`src/rtl/tick_timer_pkg.sv`:
```
// shared constants for the down-count tick timer
package tick_timer_pkg;
	// ----------------------------------------
	// register map
	// ----------------------------------------
	localparam logic [11:0] OFF_CONTROL_STATUS = 12'h010;
	localparam logic [11:0] OFF_RELOAD_VALUE = 12'h014;
	localparam logic [11:0] OFF_PRESENT_COUNT = 12'h018;
	localparam logic [11:0] OFF_CALIBRATION = 12'h01C;
	localparam int ADDR_W = 12;
	localparam int DATA_W = 32;
	// ----------------------------------------
	// fields
	// ----------------------------------------
	localparam int COUNT_W = 24;
	localparam int BIT_ENABLE = 0;
	localparam int BIT_ZERO_IRQ_ENABLE = 1;
	localparam int BIT_COUNT_CLOCK_SELECT = 2;
	localparam int BIT_REACHED_ZERO = 16;
	localparam int BIT_CALIB_INEXACT = 30;
	localparam int BIT_NO_REF_CLOCK = 31;
	// ----------------------------------------
	// reset values and rates
	// ----------------------------------------
	localparam logic [COUNT_W-1:0] COUNT_RESET = 24'h000000;
	localparam logic [COUNT_W-1:0] RELOAD_RESET = 24'h000000;
	localparam logic [DATA_W-1:0] CALIB_RESET = 32'h00000004;
	localparam logic [2:0] CONTROL_RESET = 3'h0;
	localparam int REF_CLOCK_DIV = 2;
endpackage

```
`src/rtl/half_rate_enable.sv`:
```
// divider making the one-cycle reference-clock enable
`timescale 1ns/100ps
`default_nettype none
module half_rate_enable (
	// clock and reset
	input wire logic clk,
	input wire logic reset_n,
	// enable pulse, one cycle in every REF_CLOCK_DIV
	output logic ref_tick
);
	logic [1:0] div_q;

	// free-running divider; the pulse comes straight from a flop
	always_ff @(posedge clk or negedge reset_n) begin
		if (!reset_n) begin
			div_q <= 2'h0;
			ref_tick <= 1'b0;
		end else begin
			if (div_q == 2'(tick_timer_pkg::REF_CLOCK_DIV - 1)) begin
				div_q <= 2'h0;
			end else begin
				div_q <= div_q + 2'h1;
			end
			ref_tick <= (div_q == 2'(tick_timer_pkg::REF_CLOCK_DIV - 1));
		end
	end
endmodule // half_rate_enable
`default_nettype wire

```
`src/rtl/down_count_tick_timer.sv`:
```
// 24-bit down-counting tick timer with its four core registers
`timescale 1ns/100ps
`default_nettype none
module down_count_tick_timer (
	// clock and reset
	input wire logic clk,
	input wire logic reset_n,
	// private peripheral register port
	input wire logic reg_sel,
	input wire logic reg_write,
	input wire logic [tick_timer_pkg::ADDR_W-1:0] reg_addr,
	input wire logic [tick_timer_pkg::DATA_W-1:0] reg_wdata,
	output logic [tick_timer_pkg::DATA_W-1:0] reg_rdata,
	output logic reg_rvalid,
	// calibration word from the system configuration block
	input wire logic [tick_timer_pkg::DATA_W-1:0] calib_source_config,
	// tick interrupt request, one-cycle pulse
	output logic tick_irq
);
	localparam int CW = tick_timer_pkg::COUNT_W;

	logic enable_q;
	logic zero_irq_enable_q;
	logic count_clock_select_q;
	logic reached_zero_flag_q;
	logic [CW-1:0] reload_q;
	logic [CW-1:0] count_q;
	logic [tick_timer_pkg::DATA_W-1:0] calib_q;
	logic ref_tick;
	logic count_tick;
	logic zero_evt;
	logic wr_csr, wr_rvr, wr_cvr, rd_csr, rd_any;

	// ----------------------------------------
	// clock selection
	// ----------------------------------------
	half_rate_enable u_half_rate (
		.clk(clk),
		.reset_n(reset_n),
		.ref_tick(ref_tick)
	);

	// full clock counts every cycle, reference clock every second one
	assign count_tick = count_clock_select_q | ref_tick;

	// ----------------------------------------
	// register decode
	// ----------------------------------------
	assign wr_csr = reg_sel & reg_write & (reg_addr == tick_timer_pkg::OFF_CONTROL_STATUS);
	assign wr_rvr = reg_sel & reg_write & (reg_addr == tick_timer_pkg::OFF_RELOAD_VALUE);
	assign wr_cvr = reg_sel & reg_write & (reg_addr == tick_timer_pkg::OFF_PRESENT_COUNT);
	assign rd_any = reg_sel & ~reg_write;
	assign rd_csr = rd_any & (reg_addr == tick_timer_pkg::OFF_CONTROL_STATUS);

	// zero event: a live decrement from one down to zero
	assign zero_evt = enable_q & count_tick & (count_q == 24'h000001) & ~wr_cvr;

	// ----------------------------------------
	// control bits
	// ----------------------------------------
	// writes to calibration are ignored, it only mirrors the config block
	always_ff @(posedge clk or negedge reset_n) begin
		if (!reset_n) begin
			{count_clock_select_q, zero_irq_enable_q, enable_q} <= tick_timer_pkg::CONTROL_RESET;
		end else if (wr_csr) begin
			enable_q <= reg_wdata[tick_timer_pkg::BIT_ENABLE];
			zero_irq_enable_q <= reg_wdata[tick_timer_pkg::BIT_ZERO_IRQ_ENABLE];
			count_clock_select_q <= reg_wdata[tick_timer_pkg::BIT_COUNT_CLOCK_SELECT];
		end
	end

	// reload field, upper bits dropped
	always_ff @(posedge clk or negedge reset_n) begin
		if (!reset_n) begin
			reload_q <= tick_timer_pkg::RELOAD_RESET;
		end else if (wr_rvr) begin
			reload_q <= reg_wdata[CW-1:0];
		end
	end

	// ----------------------------------------
	// counter
	// ----------------------------------------
	// a write to the count wins over counting in the same cycle
	always_ff @(posedge clk or negedge reset_n) begin
		if (!reset_n) begin
			count_q <= tick_timer_pkg::COUNT_RESET;
		end else if (wr_cvr) begin
			count_q <= tick_timer_pkg::COUNT_RESET;
		end else if (enable_q && count_tick) begin
			if (count_q == tick_timer_pkg::COUNT_RESET) begin
				count_q <= reload_q;
			end else begin
				count_q <= count_q - 24'h000001;
			end
		end
	end

	// sticky flag; a zero event in the clearing cycle is kept
	always_ff @(posedge clk or negedge reset_n) begin
		if (!reset_n) begin
			reached_zero_flag_q <= 1'b0;
		end else if (zero_evt) begin
			reached_zero_flag_q <= 1'b1;
		end else if (rd_csr || wr_cvr) begin
			reached_zero_flag_q <= 1'b0;
		end
	end

	// interrupt pulse gated by its enable
	always_ff @(posedge clk or negedge reset_n) begin
		if (!reset_n) begin
			tick_irq <= 1'b0;
		end else begin
			tick_irq <= zero_evt & zero_irq_enable_q;
		end
	end

	// ----------------------------------------
	// calibration and read data
	// ----------------------------------------
	// config word is same-clock logic, so it is taken without a synchroniser
	always_ff @(posedge clk or negedge reset_n) begin
		if (!reset_n) begin
			calib_q <= tick_timer_pkg::CALIB_RESET;
		end else begin
			calib_q <= {calib_source_config[tick_timer_pkg::BIT_NO_REF_CLOCK],
				calib_source_config[tick_timer_pkg::BIT_CALIB_INEXACT],
				6'h00, calib_source_config[CW-1:0]};
		end
	end

	// registered read answer; reserved bits and unmapped offsets read zero
	always_ff @(posedge clk or negedge reset_n) begin
		if (!reset_n) begin
			reg_rdata <= 32'h00000000;
			reg_rvalid <= 1'b0;
		end else begin
			reg_rvalid <= rd_any;
			if (rd_any) begin
				case (reg_addr)
					tick_timer_pkg::OFF_CONTROL_STATUS: begin
						reg_rdata <= {15'h0000, reached_zero_flag_q, 13'h0000,
							count_clock_select_q, zero_irq_enable_q, enable_q};
					end
					tick_timer_pkg::OFF_RELOAD_VALUE: begin
						reg_rdata <= {8'h00, reload_q};
					end
					tick_timer_pkg::OFF_PRESENT_COUNT: begin
						reg_rdata <= {8'h00, count_q};
					end
					tick_timer_pkg::OFF_CALIBRATION: begin
						reg_rdata <= calib_q;
					end
					default: begin
						reg_rdata <= 32'h00000000;
					end
				endcase
			end
		end
	end
endmodule // down_count_tick_timer
`default_nettype wire

```
`config.mk`:
```
export PLATFORM = sky130hd
export DESIGN_NAME = down_count_tick_timer
export DESIGN_NICKNAME = d
export VERILOG_FILES = /design/src/rtl/tick_timer_pkg.sv /design/src/rtl/half_rate_enable.sv /design/src/rtl/down_count_tick_timer.sv
export SDC_FILE = /design/constraint.sdc
export NUM_CORES = 1
export LEC_CHECK = 0
export ABC_CLOCK_PERIOD_IN_PS = 4770
export BUFFER_PORTS_ARGS = -buffer_cell sky130_fd_sc_hd__clkbuf_2
export CAP_MARGIN = 20
export CORE_UTILIZATION = 48
export DETAILED_ROUTE_END_ITERATION = 12
export GPL_TIMING_DRIVEN = 1
export HOLD_SLACK_MARGIN = 0.05
export PLACE_DENSITY = 0.7
export RECOVER_POWER = 25
export SYNTH_ARGS = -nofsm -noshare
export SYNTH_HDL_FRONTEND = slang
export SYNTH_HIERARCHICAL = 1
export SYNTH_SLANG_ARGS = --single-unit
```
`constraint.sdc`:
```
create_clock -name clk -period 4.77 [get_ports clk]
set_input_delay 0.954 -clock clk [delete_from_list [all_inputs] [get_ports clk]]
set_output_delay 0.954 -clock clk [all_outputs]
set_load 0.02 [all_outputs]
```
After elaboration in Yosys (flattened, before gate mapping)
Cells that the tools add are included.
- bits in read-only memories: 0
- memories: 0
- word-level logic and storage cells: 45
- output and inout port bits: 34
- memory bits (writable): 0
- register bits: 115
- latch bits: 0
- input bits: 80
- divide/modulo/power cells: 0
- eq/ne operators: 6
- shift-type cells: 0
- muxes and demuxes: 7
- reductions and logical operators: 5
- bitwise logic cells: 13
- $add $sub $neg: 2
- multiply operators: 0
- order comparisons: 0
- operator list (operator ; count):
    $pmux 32 s4 ; 1
    $mux 24 ; 3
    $eq 12x5->1 const B ; 4
    $eq 24x1->1 const B ; 1
    $logic_not 24->1 ; 1
    $sub 24x1->24 const B ; 1
    $and 1x1->1 ; 10
    $reduce_bool 2->1 ; 2
    $add 2x1->2 const B ; 1
    $eq 2x1->1 const B ; 1
    $mux 1 ; 2
    $mux 2 ; 1
    $not 1->1 ; 2
    $logic_and 1x1->1 ; 1
    $logic_or 1x1->1 ; 1
    $or 1x1->1 ; 1

Longest topological paths before layout
Gate-level depths: netlist of the first run.
- word-level depth: 6
- depth in mapped cells: 8
- gate-level depth less buffers: 6

By module
Netlist of the first run, hierarchy kept.
- by module, submodules not included (module ; area an instance (µm²) ; cells an instance ; times used ; sequential area each (µm²)):
    down_count_tick_timer ; 5086.1 ; 485 ; 1 ; 2653.8
    half_rate_enable ; 93.8 ; 6 ; 1 ; 75.1

Worst setup path before layout of the first run
OpenSTA, ideal clock, no wires.
- kind: input port to flip-flop
- from: input port reg_addr[9] (netlist bit)
- to: register reload_q[10]
- library setup time: 125 ps
- slack: 2063 ps
- buffers on the path: 3
- arrival: 2582 ps
- data required time: 4645 ps
- cell stages on the path: 8
- cells stage by stage: nor4_2 -> and3_1 -> and3b_1 -> buf_2 -> and3_1 -> buf_2 -> buf_4 -> mux2_2
- cells in the longest elaborated chain, start to end: 2
- ends and longest elaborated chain (what ; RTL line ; source):
    from (decl) ; down_count_tick_timer.sv:11 ; input wire logic [tick_timer_pkg::ADDR_W-1:0] reg_addr,
    $eq 12x5->1 ; down_count_tick_timer.sv:50 ; assign wr_rvr = reg_sel & reg_write & (reg_addr == tick_timer_pkg::OFF_RELOAD_VALUE);
    $and 1x1->1 ; down_count_tick_timer.sv:50 ;
    to (signal assigned) ; down_count_tick_timer.sv:75 ; reload_q <= tick_timer_pkg::RELOAD_RESET;
    to (signal assigned) ; down_count_tick_timer.sv:77 ; reload_q <= reg_wdata[CW-1:0];
    to (decl) ; down_count_tick_timer.sv:26 ; logic [CW-1:0] reload_q;
No other way between the ends.
A chain may end at the register's enable or synchronous reset.

Worst setup path after layout of the first run
- from: input port reg_addr[9] (netlist bit)
- to: register reload_q[12]
The elaborated chain is that of the path after synthesis.

==> run_results.csv, run 1 <==
group,metric,value,unit
job,maxCapViolations,1,
critical_path,cp-start-kind,"input port",
sta,finalSetupViolations,0,
hold_path,hold_path.startpoint,"u_half_rate/div_q[0]",
cells_and_area,layout-drive-gt1-share,26.9,%
clocking,cts_hold_buf,0,
floorplanning,die_area,11200,µm²
synth,synthDistinctLibCells,64,
sta,period_share,66.9,%
floorplanning,die_w,106,µm
clocking,cts_root_buf,"clkbuf_8",
critical_path,crit_family,"simple AND/OR/NAND/NOR gates",
detailed_routing,dr.pass1.iters,5,
synth,synth.cell_area,5180,µm²
critical_path,max_stage_delay,0.56,ns
sta,worst_slack,1.58,ns
synth,ys_seq_elements,109,
synth,synthCells,491,
synth,avgSynthCellArea,10.5,µm²
detailed_routing,post-route-drc-count,0,
critical_path,crit_buf_inv,3,
clocking,cts_tree,"built",
status,violations,"capacitance limit, slew limit",
pwr,power_frac_seq,59.0,%
detailed_routing,wirelength,12.6,mm
cells_and_area,diodes,0,
place,place_ws,1.19,ns
critical_path,cpMaxStageDelayCell,"and3_1",
pwr,netSwitchingFraction,22.9,%
critical_path,crit_arrival,3.46,ns
floorplanning,start_util,49.7,%
global_route,grt_pass1_vias,4247,
detailed_routing,drt_iter0_markers,337,
critical_path,cp_max_fo,23,
hold_path,min_path_cells,1,
floorplanning,core_area,10400,µm²
pwr,comb_power_share,5.3,%
sta,relSlewSlack,-25.8,%
pwr,power_leakage,2.73,nW
critical_path,r2r_setup_slack,1.97,ns
clocking,worstSkewPairLatency,0.38,ns
clocking,cts_resized,0,
detailed_routing,detail-route-antenna-nets,0,
sta,fmax,313,MHz
clocking,htreeDepth,3,
detailed_routing,viasPerCell,5.86,
clocking,clk_path_buf_depth,2,
critical_path,r2r-end,"count_q[2]",
place,routabilityCongestion,0.898,
detailed_routing,wl_per_cell,17.7,µm
pwr,switchingPower,0.365,mW
sta,tns,0,ns
global_route,antenna_found_initial,0,
hold_path,hold_end,"u_half_rate/div_q[0]",
sta,finalCriticalPeriod,3.19,ns
critical_path,critical_path_class,"in -> reg",
pwr,peakVddDrop,0.000191,V
sta,rsz0062_at_grt,"false",
clocking,path_clk_slew,0.10,ns
place,dp_hpwl,8.42,mm
pwr,clkPwrFrac,35.7,%
critical_path,rr_worst_depth,5,
status,outcome,"finished, violations left",
cells_and_area,syn_to_final_growth,13.9,%
sta,hold_violations,0,
floorplanning,die_h,106,µm
critical_path,critPathRequiredTime,5.04,ns
pwr,internal_power,1.23,mW
clocking,cts_made_buffers,9,
clocking,cts.sinks,109,
synth,ys.flop_type,"dfrtp_1",
critical_path,reg2reg_from,"count_q[17]",
global_route,gr-total-overflow,0,
synth,synthArstFlopShare,100,%
synth,synth-edff-count,0,
detailed_routing,vias,4169,
synth,seq_area_frac_synth,52.7,%
sta,finClkSkew,0.00802,ns
sta,slew_violations,79,
cells_and_area,nNetsFinal,654,
pwr,power_density,270,nW/µm²
global_route,grt_pass1_wl,21.0,mm
critical_path,end_kind,"flop",
hold_path,min_path_type,"reg -> reg",
floorplanning,rows,37,
global_route,grtUsageTotal,24.0,%
synth,yosysWarningCount,6,
floorplanning,num_io_pins,114,
sta,worst_pin_slew,1.89,ns
place,numPortBuffers,93,
global_route,grt_max_degree,79,
clocking,post_cts_buffers,0,
critical_path,crit_chain,"clkbuf_2, nor4_2, and3_1, and3b_1, buf_4, and3_1, buf_4, mux2_2",
-- state kept, by name, summed over array words and instances (netlist names) --
signal and flops:
u_half_rate/ref_tick 1, reload_q 24, reached_zero_flag_q 1, reg_rdata 26, tick_irq 1, count_q 24, enable_q 1, reg_rvalid 1
calib_q 26, zero_irq_enable_q 1, u_half_rate/div_q 2, count_clock_select_q 1
-- synthesized netlist by cell type (all sizes together) (2+ instances only) --
cell     number  area (µm²)
dfrtp       108        2700
nand2        48         183
o21ai        41         205
nor2         39         149
mux2         30         338
a21oi        27         135
mux2i        24         240
clkbuf       19        71.3
buf          18         128
nand3        15        75.1
nor3         12        70.1
inv          11        41.3
nor4         11         105
nand4         9        56.3
a221oi        6        52.6
a31oi         6        37.5
a32o          6        60.1
or4           5        37.5
o22ai         4        25.0
and3          3        18.8
and4          3        27.5
ha            3        37.5
nor2b         3        18.8
o21a          3        22.5
o2bb2ai       3        26.3
o31ai         3        22.5
or3           3        23.8
a222oi        2        20.0
a22oi         2        15.0
nand2b        2        12.5
-- layer usage --
layer	GRT usage (%)	vias to the layer above	wire (µm)
met5	0	-	0
li1	-	1938	-
met1	31.2	2047	5390
met2	39.3	159	6260
met3	4.95	25	695
met4	9.13	0	220
-- through the flow --
stage	cells	hold slack, ns	power [mW]	utilization [%]	area, µm²
6_report	712	0.436	1.60	56.7	5900
5_1_grt	712	0.465	1.66	56.7	5900
4_1_cts	711	0.443	1.61	56.6	5890
3_5_place_dp	695	0.428	1.05	54.6	5690
3_3_place_gp	695	0.422	1.04	54.6	5690
2_1_floorplan	496	0.410	0.995	-	5200
-- layout make-up --
| cell class | instances | area [µm²] |
|---|---|---|
| tap | 136 | 170 |
| inverter | 11 | 41.3 |
| sequential | 109 | 2730 |
| clock buffer | 12 | 145 |
| clock inverter | 4 | 55.1 |
| multi-input combinational | 339 | 2230 |
| timing repair buffer | 101 | 532 |
| fill | 908 | 4510 |
-- power groups by stage --
| stage | logic [mW] | clock network (mW) | registers (mW) |
|---|---|---|---|
| after global placement | 0.0838 | 0 | 0.960 |
| after detailed placement | 0.0856 | 0 | 0.960 |
| final | 0.0839 | 0.570 | 0.942 |
| after CTS | 0.0861 | 0.586 | 0.942 |
| after global routing | 0.0943 | 0.623 | 0.944 |
| after floorplan | 0.0357 | 0 | 0.959 |
-- cell usage in the layout (no fill, tap or decap), drive strengths merged, types with 2 or more instances in the layout --
cell type,synthesis,final
o22ai,4,4
ha,3,3
a221oi,6,6
dfrtp,108,108
a31oi,6,6
a21oi,27,27
o21ai,41,41
o21a,3,3
nand2,48,48
nor2,39,39
nor3,12,12
nor2b,3,3
or4,5,5
o31ai,3,3
a222oi,2,2
conb,1,6
a32o,6,6
and3,3,3
nor4,11,11
buf,18,8
nand3,15,15
inv,11,13
a22oi,2,2
or3,3,3
mux2i,24,24
and4,3,3
nand2b,2,2
clkbuf,19,105
o2bb2ai,3,3
mux2,30,30
nand4,9,9
-- cells by family after synthesis --
group / count (synthesis) / synth area share, %
compound gates: 116 / 14.3
mux: 54 / 11.2
flops: 109 / 52.7
buf+inv: 48 / 4.64
fa+ha+maj: 3 / 0.725
simple gates: 160 / 16.5
other cells: 1 / 0.0724
-- how the worst max path moves through the flow --
stage / from / endpoint / cells past startpoint
floorplan: reg_addr[9] / reload_q[10] / 8
global placement: reg_addr[1] / reload_q[9] / 8
detailed placement: reg_addr[9] / reload_q[4] / 8
CTS: reg_addr[9] / reload_q[12] / 8
global route: reg_addr[9] / reload_q[6] / 8
finish: reg_addr[9] / reload_q[12] / 8
Note: power is estimated with default switching activity, not from simulation.
==> inputs of run 2 (changes only) <==
--- a/config.mk
+++ b/config.mk
@@ -5,7 +5,7 @@
 export SDC_FILE = /design/constraint.sdc
 export NUM_CORES = 1
 export LEC_CHECK = 0
-export ABC_CLOCK_PERIOD_IN_PS = 4770
+export ABC_CLOCK_PERIOD_IN_PS = 3100
 export BUFFER_PORTS_ARGS = -buffer_cell sky130_fd_sc_hd__clkbuf_2
 export CAP_MARGIN = 20
 export CORE_UTILIZATION = 48
==> constraint.sdc (replaced) <==
create_clock -name clk -period 3.1 [get_ports clk]
set_input_delay 0.62 -clock clk [delete_from_list [all_inputs] [get_ports clk]]
set_output_delay 0.62 -clock clk [all_outputs]
set_load 0.02 [all_outputs]
==> run 2 against run 1 <==
  * The flow now finishes without violations
  * Clock power grew 58%
  * Highest routed layer unchanged
  * Cell count grew 0.84%
  * Sequential share of layout area shrank 0.48 points
  * Largest cell class unchanged
  * Largest power group unchanged
  * Via count shrank 0.53%
  * Critical endpoint is now count_q[2]
  * Global-route usage shrank 0.18 points
==> run_results.csv, run 2 (same netlist as run 1, synthesis figures left out) <==
group,metric,value,unit
status,outcome,"finished, final reports clean",
clocking,cts_resized,0,
sta,finalCriticalPeriod,2.62,ns
floorplanning,die_w,106,µm
detailed_routing,drt_iter0_markers,291,
global_route,grtUsageTotal,23.8,%
pwr,internal_power,1.90,mW
critical_path,crit_family,"simple AND/OR/NAND/NOR gates",
clocking,path_clk_slew,0.11,ns
cells_and_area,reg.largest.list,"calib_q (26), reg_rdata (26)",
sta,finalSetupViolations,0,
pwr,power_frac_seq,58.4,%
critical_path,crit_arrival,2.91,ns
sta,worst_pin_slew,1.41,ns
critical_path,cp_max_fo,20,
cells_and_area,nNetsFinal,660,
cells_and_area,syn_to_final_growth,15.1,%
sta,relSlewSlack,6.18,%
critical_path,end_kind,"flop",
global_route,antenna_found_initial,0,
clocking,clk_path_buf_depth,2,
cells_and_area,final.fill_count,903,
floorplanning,die_h,106,µm
cells_and_area,final_common_cell,"dfrtp_1",
detailed_routing,vias,4147,
critical_path,cpMaxStageDelayCell,"or2_1",
sta,fmax,381,MHz
clocking,cts_made_buffers,9,
sta,holdWs,0.293,ns
floorplanning,core_area,10400,µm²
floorplanning,start_util,49.7,%
clocking,cts_hold_buf,0,
global_route,grt_pass1_wl,20.6,mm
critical_path,cp-start-kind,"flop",
detailed_routing,dr.pass1.iters,5,
clocking,htreeDepth,3,
clocking,cts.sinks,109,
pwr,power_leakage,2.77,nW
detailed_routing,wl_per_cell,17.3,µm
global_route,grt_max_degree,56,
sta,hold_violations,0,
global_route,grt_pass1_vias,4096,
job,maxCapViolations,0,
clocking,cts_root_buf,"clkbuf_8",
sta,rsz0062_at_grt,"false",
pwr,power_density,417,nW/µm²
floorplanning,rows,37,
critical_path,critical_path_class,"reg -> reg",
place,dp_cells,702,
sta,slew_violations,0,
hold_path,min_path_type,"in -> reg",
clocking,worstSkewPairLatency,0.39,ns
place,dp_hpwl,8.51,mm
sta,tns,0,ns
floorplanning,num_io_pins,114,
place,numPortBuffers,93,
pwr,clkPwrFrac,36.3,%
place,routabilityCongestion,0.907,
clocking,post_cts_buffers,0,
cells_and_area,layout-drive-gt1-share,28.2,%
floorplanning,die_area,11200,µm²
critical_path,max_stage_delay,0.61,ns
sta,period_share,84.6,%
cells_and_area,diodes,0,
pwr,peakVddDrop,0.000275,V
sta,finClkSkew,0.0141,ns
detailed_routing,detail-route-antenna-nets,0,
cells_and_area,final_cell_mix,"dfrtp_1 (108), clkbuf_2 (93), nand2_1 (47)",
detailed_routing,post-route-drc-count,0,
pwr,netSwitchingFraction,23.7,%
detailed_routing,viasPerCell,5.78,
detailed_routing,wirelength,12.4,mm
critical_path,crit_chain,"nor4_1, nand4_1, or2_1, mux2_2, a32o_1",
global_route,gr-total-overflow,0,
cells_and_area,finalNonFillerCells,718,
pwr,switchingPower,0.589,mW
pwr,comb_power_share,5.4,%
clocking,cts_tree,"built",
critical_path,critPathRequiredTime,3.39,ns
critical_path,crit_buf_inv,0,
## run 2: worst paths after layout
kind	start	endpoint	slack [ns]	cells after the start
worst max-delay path	count_q[14]	count_q[2]	0.48	5
worst min-delay path	calib_source_config[2]	calib_q[2]	0.29	1
worst max register to register	count_q[14]	count_q[2]	0.48	5
worst min register to register	u_half_rate/div_q[0]	u_half_rate/div_q[0]	0.46	1
max in group asynchronous	reset_n	calib_q[2]	1.56	2
min in group asynchronous	reset_n	reload_q[20]	0.54	1
## run 2: metrics by stage
step	setup slack, ns	area [µm²]	power [mW]	util, %
global placement	0.576	5760	1.61	55.3
global route	0.286	5960	2.58	57.2
finish	0.477	5960	2.48	57.2
CTS	0.545	5970	2.51	57.3
floorplan	0.727	5200	1.53	-
detailed placement	0.535	5760	1.61	55.3
## run 2: final cells by class
cell class	instances	area, µm²	share of cell area [%]
Sequential cell	109	2730	45.8
Tap cell	136	170	2.85
Clock inverter	6	72.6	1.22
Clock buffer	10	138	2.31
Timing Repair Buffer	107	583	9.78
Multi-Input combinational cell	339	2230	37.4
Inverter	11	41.3	0.692
## run 2: layer usage
| metal | up-vias | GRT usage, % | part of all wire [%] |
|---|---|---|---|
| met3 | 14 | 6.31 | 5.7 |
| met2 | 146 | 38.7 | 49 |
| met4 | 0 | 7.74 | 1.1 |
| li1 | 1945 | - | - |
| met1 | 2042 | 30.8 | 44 |
| met5 | - | 0 | 0 |
## run 2: power groups by stage
stage | registers (mW) | logic [mW] | clock network [mW]
floorplan | 1.48 | 0.0549 | 0
CTS | 1.45 | 0.137 | 0.927
global placement | 1.48 | 0.132 | 0
detailed placement | 1.48 | 0.136 | 0
global route | 1.45 | 0.149 | 0.980
finish | 1.45 | 0.133 | 0.901
